File: config.mk
export PLATFORM = sky130hd
export DESIGN_NAME = host_interface_selector
export DESIGN_NICKNAME = d
export VERILOG_FILES = /design/src/hdl/cmd_fifo.v /design/src/hdl/host_interface_selector.v
export VERILOG_INCLUDE_DIRS = /design/src /design/src/shared
export SDC_FILE = /design/constraint.sdc
export NUM_CORES = 1
export LEC_CHECK = 0
export BUFFER_PORTS_ARGS = -buffer_cell sky130_fd_sc_hd__clkbuf_2
export CAP_MARGIN = 0
export CORE_MARGIN = 2
export CORE_UTILIZATION = 35
export CTS_CLUSTER_DIAMETER = 100
export DETAILED_ROUTE_END_ITERATION = 6
export GPL_ROUTABILITY_DRIVEN = 0
export GPL_TIMING_DRIVEN = 0
export SLEW_MARGIN = 10
export SYNTH_ARGS = -nofsm -noshare
export SYNTH_HDL_FRONTEND = slang
export SYNTH_SLANG_ARGS = --single-unit
File: constraint.sdc
create_clock -name mclk -period 6 [get_ports mclk]
set_input_delay 1.8 -clock mclk [delete_from_list [all_inputs] [get_ports mclk]]
set_output_delay 1.8 -clock mclk [all_outputs]
set_load 0.005 [all_outputs]
File: src/shared/host_select_consts.vh
// Purpose: constants for the host port selector
// Assumes: 100 MHz mclk
// Notes:   port codes double as one-hot select values
`ifndef HOST_SELECT_CONSTS_VH
`define HOST_SELECT_CONSTS_VH
`define PORT_FRONT_USB   4'h1
`define PORT_REAR_USB    4'h2
`define PORT_NET         4'h4
`define PORT_SERIAL485   4'h8
`define RANK_FRONT_USB   3'h1
`define RANK_REAR_USB    3'h2
`define RANK_NET         3'h3
`define RANK_SERIAL485   3'h5
`define BAUD_RATE        115200
`define CLK_HZ           100000000
`define BAUD_DIV         (`CLK_HZ / `BAUD_RATE)
`define FRAME_DATA_BITS  8
`define FRAME_STOP_BITS  1
`define FIFO_DEPTH       16
`endif

File: src/hdl/cmd_fifo.v
// Purpose: command byte FIFO
// Assumes: one clock, synchronous reset
// Notes:   ready low when full, valid low when empty
`timescale 1ns/10ps
module cmd_fifo #(
  parameter WIDTH = 8,
  parameter DEPTH = 16,
  parameter AW    = 4
) (
  input  wire             mclk,
  input  wire             reset,
  input  wire [WIDTH-1:0] inData,
  input  wire             inValid,
  output wire             inReady,
  output wire [WIDTH-1:0] outData,
  output wire             outValid,
  input  wire             outReady
);
  reg [WIDTH-1:0] mem [0:DEPTH-1];
  reg [AW:0]      wrPtr_reg;
  reg [AW:0]      rdPtr_reg;
  wire            full;
  wire            empty;
  assign empty    = (wrPtr_reg == rdPtr_reg);
  assign full     = (wrPtr_reg[AW-1:0] == rdPtr_reg[AW-1:0]) && (wrPtr_reg[AW] != rdPtr_reg[AW]);
  assign inReady  = !full;
  assign outValid = !empty;
  assign outData  = mem[rdPtr_reg[AW-1:0]];
  always @(posedge mclk) begin
    if (inValid && !full)
      mem[wrPtr_reg[AW-1:0]] <= inData;
  end
  always @(posedge mclk) begin
    if (reset) begin
      wrPtr_reg <= {(AW+1){1'b0}};
      rdPtr_reg <= {(AW+1){1'b0}};
    end else begin
      if (inValid && !full)
        wrPtr_reg <= wrPtr_reg + 1'b1;
      if (outReady && !empty)
        rdPtr_reg <= rdPtr_reg + 1'b1;
    end
  end
endmodule // cmd_fifo

File: src/hdl/host_interface_selector.v
// Purpose: picks which host port drives the shared command path
// Assumes: byte streams already deserialised per port, inputs synchronous
// Notes:   bytes from unselected ports are accepted and dropped
// Operation
// - Exactly one port feeds the command path and others are ignored.
// - Ranks are front USB 1, rear USB 2, network or instrument bus 3, RS485 5.
// - Attaching a USB cable takes control from RS485 to that USB port.
// - A command on the network or instrument bus takes control to that port.
// - After that, USB regains control only on reattach or power cycle.
// - RS485 has control only with both USB detached and no bus traffic.
// - RS485 is the default and is shown even with its wire off.
// - The active port is always shown, front and rear USB distinctly.
// - Serial framing is 115200 baud, 8 data, 1 stop, no parity, no flow.
// - Traffic is plain ASCII instrument command text.
`timescale 1ns/10ps
`include "host_select_consts.vh"
module host_interface_selector #(
  parameter BAUD_DIV = `BAUD_DIV,
  parameter DEPTH    = `FIFO_DEPTH
) (
  input  wire       mclk,
  input  wire       reset,
  input  wire       frontUsbAttached,
  input  wire       rearUsbAttached,
  input  wire [7:0] frontUsbData,
  input  wire       frontUsbValid,
  input  wire [7:0] rearUsbData,
  input  wire       rearUsbValid,
  input  wire [7:0] netData,
  input  wire       netValid,
  input  wire [7:0] gpibData,
  input  wire       gpibValid,
  input  wire [7:0] serialData,
  input  wire       serialValid,
  output reg  [7:0] cmdData,
  output reg        cmdValid,
  input  wire       cmdReady,
  output reg  [3:0] activePort,
  output reg  [2:0] activeRank,
  output reg        netIsGpib,
  output reg        inputReady
);
  // States one-hot, equal to port codes
  localparam SEL_FRONT = 4'h1;
  localparam SEL_REAR  = 4'h2;
  localparam SEL_NET   = 4'h4;
  localparam SEL_485   = 4'h8;
  // byte width follows the serial frame
  localparam BYTE_W    = `FRAME_DATA_BITS;
  localparam FIFO_AW   = $clog2(DEPTH);

  reg [3:0] sel_reg;
  reg [3:0] sel_next;
  reg       gpibSel_reg;
  reg       gpibSel_next;
  wire [1:0] attached;
  wire [1:0] attachRise;
  wire      frontHeld;
  reg [7:0] muxData;
  reg       muxValid;
  wire      fifoReady;
  wire [7:0] fifoData;
  wire      fifoValid;
  wire      frontRise;
  wire      rearRise;
  wire      busCmd;

  assign attached  = {rearUsbAttached, frontUsbAttached};
  assign frontHeld = (sel_reg == SEL_FRONT) && frontUsbAttached;

  genvar g;
  generate
    for (g = 0; g < 2; g = g + 1) begin : g_attach
      // Cleared by reset so a cable present at power-up counts as new
      reg attachPrev_reg;
      always @(posedge mclk) begin
        if (reset) begin
          attachPrev_reg <= 1'b0;
        end else begin
          attachPrev_reg <= attached[g];
        end
      end
      assign attachRise[g] = attached[g] && !attachPrev_reg;
    end
  endgenerate

  assign frontRise = attachRise[0];
  assign rearRise  = attachRise[1];
  assign busCmd    = netValid || gpibValid;

  function [2:0] rankOf;
    input [3:0] s;
    begin
      case (s)
        SEL_FRONT: rankOf = `RANK_FRONT_USB;
        SEL_REAR:  rankOf = `RANK_REAR_USB;
        SEL_NET:   rankOf = `RANK_NET;
        default:   rankOf = `RANK_SERIAL485;
      endcase
    end
  endfunction

  always @* begin
    sel_next     = sel_reg;
    gpibSel_next = gpibSel_reg;
    if (busCmd) begin
      sel_next = SEL_NET;
      // latest bus sender wins; instrument bus wins a same-cycle tie
      gpibSel_next = gpibValid;
    end else if (frontRise) begin
      sel_next = SEL_FRONT;
    // rear attach never displaces a held front port
    end else if (rearRise && !frontHeld) begin
      sel_next = SEL_REAR;
    end else begin
      case (sel_reg)
        SEL_FRONT: begin
          if (!frontUsbAttached) begin
            sel_next = rearUsbAttached ? SEL_REAR : SEL_485;
          end
        end
        SEL_REAR: begin
          if (!rearUsbAttached) begin
            sel_next = frontUsbAttached ? SEL_FRONT : SEL_485;
          end
        end
        SEL_NET:   sel_next = SEL_NET;
        SEL_485: begin
          if (frontUsbAttached)
            sel_next = SEL_FRONT;
          else if (rearUsbAttached)
            sel_next = SEL_REAR;
        end
        default:   sel_next = SEL_485;
      endcase
    end
  end

  always @* begin
    muxData  = serialData;
    muxValid = 1'b0;
    case (sel_reg)
      SEL_FRONT: begin
        muxData  = frontUsbData;
        muxValid = frontUsbValid;
      end
      SEL_REAR: begin
        muxData  = rearUsbData;
        muxValid = rearUsbValid;
      end
      SEL_NET: begin
        muxData  = gpibSel_reg ? gpibData : netData;
        muxValid = gpibSel_reg ? gpibValid : netValid;
      end
      SEL_485: begin
        muxData  = serialData;
        muxValid = serialValid;
      end
      default: begin
        muxData  = serialData;
        muxValid = 1'b0;
      end
    endcase
  end

  // Depth absorbs bursts while the parser is busy
  cmd_fifo #(.WIDTH(BYTE_W), .DEPTH(DEPTH), .AW(FIFO_AW)) fifo (
    .mclk     (mclk),
    .reset    (reset),
    .inData   (muxData),
    .inValid  (muxValid),
    .inReady  (fifoReady),
    .outData  (fifoData),
    .outValid (fifoValid),
    .outReady (cmdReady)
  );

  always @(posedge mclk) begin
    if (reset) begin
      sel_reg     <= SEL_485;
      gpibSel_reg <= 1'b0;
    end else begin
      sel_reg     <= sel_next;
      gpibSel_reg <= gpibSel_next;
    end
  end

  // bytes pass unaltered
  // Pulse per popped byte so a stall never repeats one
  always @(posedge mclk) begin
    if (reset) begin
      cmdData  <= 8'h00;
      cmdValid <= 1'b0;
    end else begin
      cmdValid <= fifoValid && cmdReady;
      if (fifoValid && cmdReady) begin
        cmdData <= fifoData;
      end
    end
  end

  always @(posedge mclk) begin
    if (reset) begin
      activePort <= `PORT_SERIAL485;
      activeRank <= `RANK_SERIAL485;
      netIsGpib  <= 1'b0;
    end else begin
      activePort <= sel_next;
      activeRank <= rankOf(sel_next);
      netIsGpib  <= gpibSel_next;
    end
  end

  // One cycle late; senders must allow slack of one byte
  always @(posedge mclk) begin
    if (reset) begin
      inputReady <= 1'b0;
    end else begin
      inputReady <= fifoReady;
    end
  end
endmodule // host_interface_selector

# [Word-level counts from Yosys, hierarchy flattened]
# Memory sizes are Yosys's and may differ from the RTL's. A register that Yosys moved wholly into a read port is not among the register bits.
# Index checks and enable logic that the tools add are counted.
[totals] regBits=22 latch_bits=0 mem_bits_rw=128 mem_bits_ro=0 inputBits=50 elab_cells=52 n_memories=1
[mem_list] memory="fifo.mem" depth=16 word_bits=8 read_ports=1 rd_clocked_by_memory_dff=1 wr=1 line_no="cmd_fifo.v:19" text="reg [WIDTH-1:0] mem [0:DEPTH-1];"
[classes] addsub=2 multipliers=0 div_mod_pow=0 n_lt_le_gt_ge=0 eq_ne=10 shifts=0 muxes=17 bitwise_logic=0 n_reduce_logical=13
[ops] cell="$mux W4" n=9
[ops] cell="$pmux W8 S3" n=1
[ops] cell="$pmux W4 S4" n=1
[ops] cell="$add A5 B1 Y5 const B" n=2
[ops] cell="$pmux W3 S3" n=1
[ops] cell="$eq A4 B1 Y1 const B" n=2
[ops] cell="$eq A4 B2 Y1 const B" n=2
[ops] cell="$eq A4 B3 Y1 const B" n=2
[ops] cell="$mux W8" n=1
[ops] cell="$logic_and A1 B1 Y1" n=7
[ops] cell="$eq A5 B5 Y1" n=1
[ops] cell="$logic_not A1 Y1" n=5
[ops] cell="$eq A4 B4 Y1" n=1
[ops] cell="$eq A4 B4 Y1 const B" n=1
[ops] cell="$pmux W1 S4" n=1
[ops] cell="$mux W1" n=3
[ops] cell="$logic_or A1 B1 Y1" n=1
[ops] cell="$ne A1 B1 Y1" n=1

# [Logic depth before layout (Yosys ltp)]
[depth] ltp_word=9 mapped_depth=8

# [Modules after synthesis]
# A second synthesis with hierarchy kept.
[hier_totals] hier_cells=426 area_unflattened_um2=6994.2
[by_module_without_submodules] module="cmd_fifo" instances=1 cells_per_inst=282 area_per_inst_um2=5821.8 seq_area_each_um2=4124.0
[by_module_without_submodules] module="host_interface_selector" instances=1 cells_per_inst=144 area_per_inst_um2=1172.4 seq_area_each_um2=400.4

# [Least setup slack after synthesis]
# OpenSTA, ideal clock, no wires.
[synth_path] path_type="input port to flip-flop" startpoint="in serialValid" endpoint="mem fifo.mem[3][0] (enable)" setup_ps=395 t_arrival_ps=3227 t_required_ps=5605 path_slack_ps=2378 path_stages=4 path_cell_list="nand3b_1 -> a211oi_1 -> o21ai_0 -> nor4_1"
[synth_via] elab_chain_len=4
[synth_rtl] element="start: declaration" line_no="host_interface_selector.v:34" text="input wire serialValid,"
[synth_rtl] element="$pmux W1 S4" line_no="host_interface_selector.v:142" text="case (sel_reg)"
[synth_rtl] element="$logic_and A1 B1 Y1" line_no="cmd_fifo.v:30" text="if (inValid && !full)"
[synth_rtl] element="$mux W1" line_no="cmd_fifo.v:30"
[synth_rtl] element="$mux W1 (not written as such)" line_no="cmd_fifo.v:31" text="mem[wrPtr_reg[AW-1:0]] <= inData;"
[synth_rtl] element="end: declaration" line_no="cmd_fifo.v:19"
# Every way passes these cells.

# [Worst setup path in the final report]
[layout_path] startpoint="in serialValid" endpoint="mem fifo.mem[10][0] (enable)"
# The elaborated chain is that of the path after synthesis.

==> reports/metrics.cfg <==
[floorplanning]
die_x_um = 142
core_area_um2 = 18700
die-height_um = 142
core.rowCount = 50
die_area_um2 = 20200
start_util = 0.356
boundaryPins = 68

[detailed_routing]
drtIter0Drc = 268
drc_errors = 0
dr.pass1.iters = 5
wl_per_cell_um = 20.3
vias = 4035
wirelength_um = 15400
final_antenna_net_count = 0
via_per_inst = 5.32

[global_route]
globalRouteOverflowTotal = 0
grt_max_degree = 17
track_usage = 0.161
grt_pass1_wl_um = 23700
antenna_found_initial = 0
grt_pass1_vias = 4124

[timing]
slew_viol_final = 0
finalClockSkew_ns = 0.00819
period_share = 0.583
rsz0062_at_grt = no
setup-tns-final_ns = 0
min_period_ns = 3.50
tightest_slew_ns = 0.928
max_freq_ghz = 0.286
setup_violations = 0
fin_hold_ws_ns = 0.461
hold_viol = 0
max_slew_margin = 0.381

[setup_path]
critical_path_arrival_ns = 3.56
critical_path.startpoint_type = input port
criticalPathCategory = input port to flop
path_max_fanout = 10
cp-end-kind = flop
required_ns = 6.06

[run]
cap_violations = 0

[placed_design]
port-buffer-count = 66
place_inst = 727
hpwl_um = 11000

[layout]
fin_nets = 567
largest_reg_flops = 128
multi_input_area_um2 = 2100
seqCellArea_um2 = 4440
final_util = 0.422
stdcell_count = 759
antenna_cells = 0
drive_gt1_frac = 0.293
nFillCells = 1676
area_growth_pct = 18.4

[clock_network]
cts_repair_resize_count = 0
tritoncts = built
post_cts_buffers = 0
clock_latency_ns = 0.42
clk_root_buffer_cell = clkbuf_16
h-tree-depth = 4
cts_sinks = 158
clkTransAtPathRegs_ns = 0.06
ctsHoldBuffers = 0
numCtsBuffers = 17
cts_buffer_depth = 2

[synth]
syn_area_um2 = 6670
synth_ff_type = edfxtp_1
ys_seq_area_frac = 0.667
synth_cell_types = 47
synth_edf_count = 128
synth_nets = 480
synthArstFlopShare = 0
yosysWarnings = 0
avgSynthCellArea_um2 = 15.7
postSynthCellCount = 425
synth-seq-cells = 158

[power]
leakagePower_nw = 2.74
power_per_cell_area_nw_per_um2 = 307
max-vdd-ir-drop_mv = 0.199

[min_path]
hold_path_class = flop to flop

[status]
status = complete, no violations

-- routing by layer --
layer | global-route usage | share of wire
met1 | 0.217 | 0.44
met2 | 0.254 | 0.49
met3 | 0.0427 | 0.060
met4 | 0.0521 | 0.014
met5 | 0 | 0
-- cells by family after synthesis --
family / after synthesis / synth area share
AO/OA/AOI/OAI: 87 / 0.0922
XOR/XNOR: 10 / 0.0131
adder cells (fa/ha/maj): 5 / 0.00939
buffers and inverters: 37 / 0.0267
flip-flops: 158 / 0.667
multiplexers: 42 / 0.123
AND/OR/NAND/NOR: 86 / 0.0687
-- worst max-delay path, stage by stage --
cell and delay [ns]:
clkbuf_2 0.08, nand3b_1 0.07, a211oi_1 0.44, nor2_2 0.17
nor2_1 0.25, clkbuf_2 0.22, and3_1 0.52
-- cell usage after synthesis, types with 5 or more instances --
cell type  number  area share
a21o_1         10       0.011
a21oi_1        17       0.013
a22oi_1        24       0.027
and3_1         17       0.016
buf_2           9      0.0068
clkbuf_1       10      0.0056
dfxtp_1        30       0.090
edfxtp_1      128        0.58
ha_1            5      0.0094
inv_1           9      0.0051
mux2i_1        10       0.015
mux4_2         32        0.11
nand2_1        21       0.012
nor2_1         14      0.0079
nor2b_1         7      0.0066
o21ai_0        12      0.0090
o221ai_1       10       0.013
or3_1           5      0.0047
xnor2_1         5      0.0066
xor2_1          5      0.0066
-- cells in the final DEF (no fill, tap or decap), drive strengths merged, types with 2 or more instances in the layout --
| cell | count |
|---|---|
| clkinvlp | 4 |
| mux4 | 32 |
| nor3 | 3 |
| xor2 | 5 |
| a41o | 2 |
| o21ai | 12 |
| dfxtp | 30 |
| and3 | 17 |
| a21o | 10 |
| nor2b | 7 |
| a31oi | 3 |
| edfxtp | 128 |
| a22oi | 24 |
| nand3b | 3 |
| nor3b | 2 |
| nand2b | 2 |
| clkbuf | 96 |
| nor4 | 2 |
| buf | 19 |
| mux2i | 10 |
| nand2 | 21 |
| ha | 5 |
| nand3 | 2 |
| nor2 | 15 |
| o211ai | 3 |
| clkinv | 8 |
| inv | 9 |
| and2 | 2 |
| o221ai | 10 |
| xnor2 | 5 |
| a21oi | 17 |
| or3 | 5 |
-- worst paths after layout --
check                start  cells after the start  slack, ns              end
max            serialValid                      7       2.50  fifo.mem[10][0]
max reg2reg  activePort[1]                      7       3.28  fifo.mem[10][0]
min reg2reg     cmdData[1]                      2       0.46       cmdData[1]
min             cmdData[1]                      2       0.46       cmdData[1]
-- through the flow --
stage          total power [W]  cell area, µm²  setup slack [ns]
4_1_cts                0.00244            7870              2.48
5_1_grt                0.00250            7890              2.38
2_1_floorplan          0.00138            6670              2.38
6_report               0.00242            7890              2.50
3_3_place_gp           0.00146            7290              1.53
3_5_place_dp           0.00147            7330              2.04
-- report_power, final --
part | leakage, nW | switching [W] | internal, W | total (W)
clock | 0.249 | 0.000413 | 0.000562 | 0.000975
sequential | 1.40 | 0.00000706 | 0.00121 | 0.00122
combinational | 1.09 | 0.000134 | 0.0000931 | 0.000228
-- cell type report --
class                      count  area share
clock buffer                  19      0.0549
timing repair buffer          68      0.0438
buffer                        28      0.0182
clock inverter                13      0.0127
tap                          234      0.0371
multi-input combinational    230       0.266
sequential                   158       0.563
inverter                       9     0.00428
Note: power is estimated with default switching activity, not from simulation.
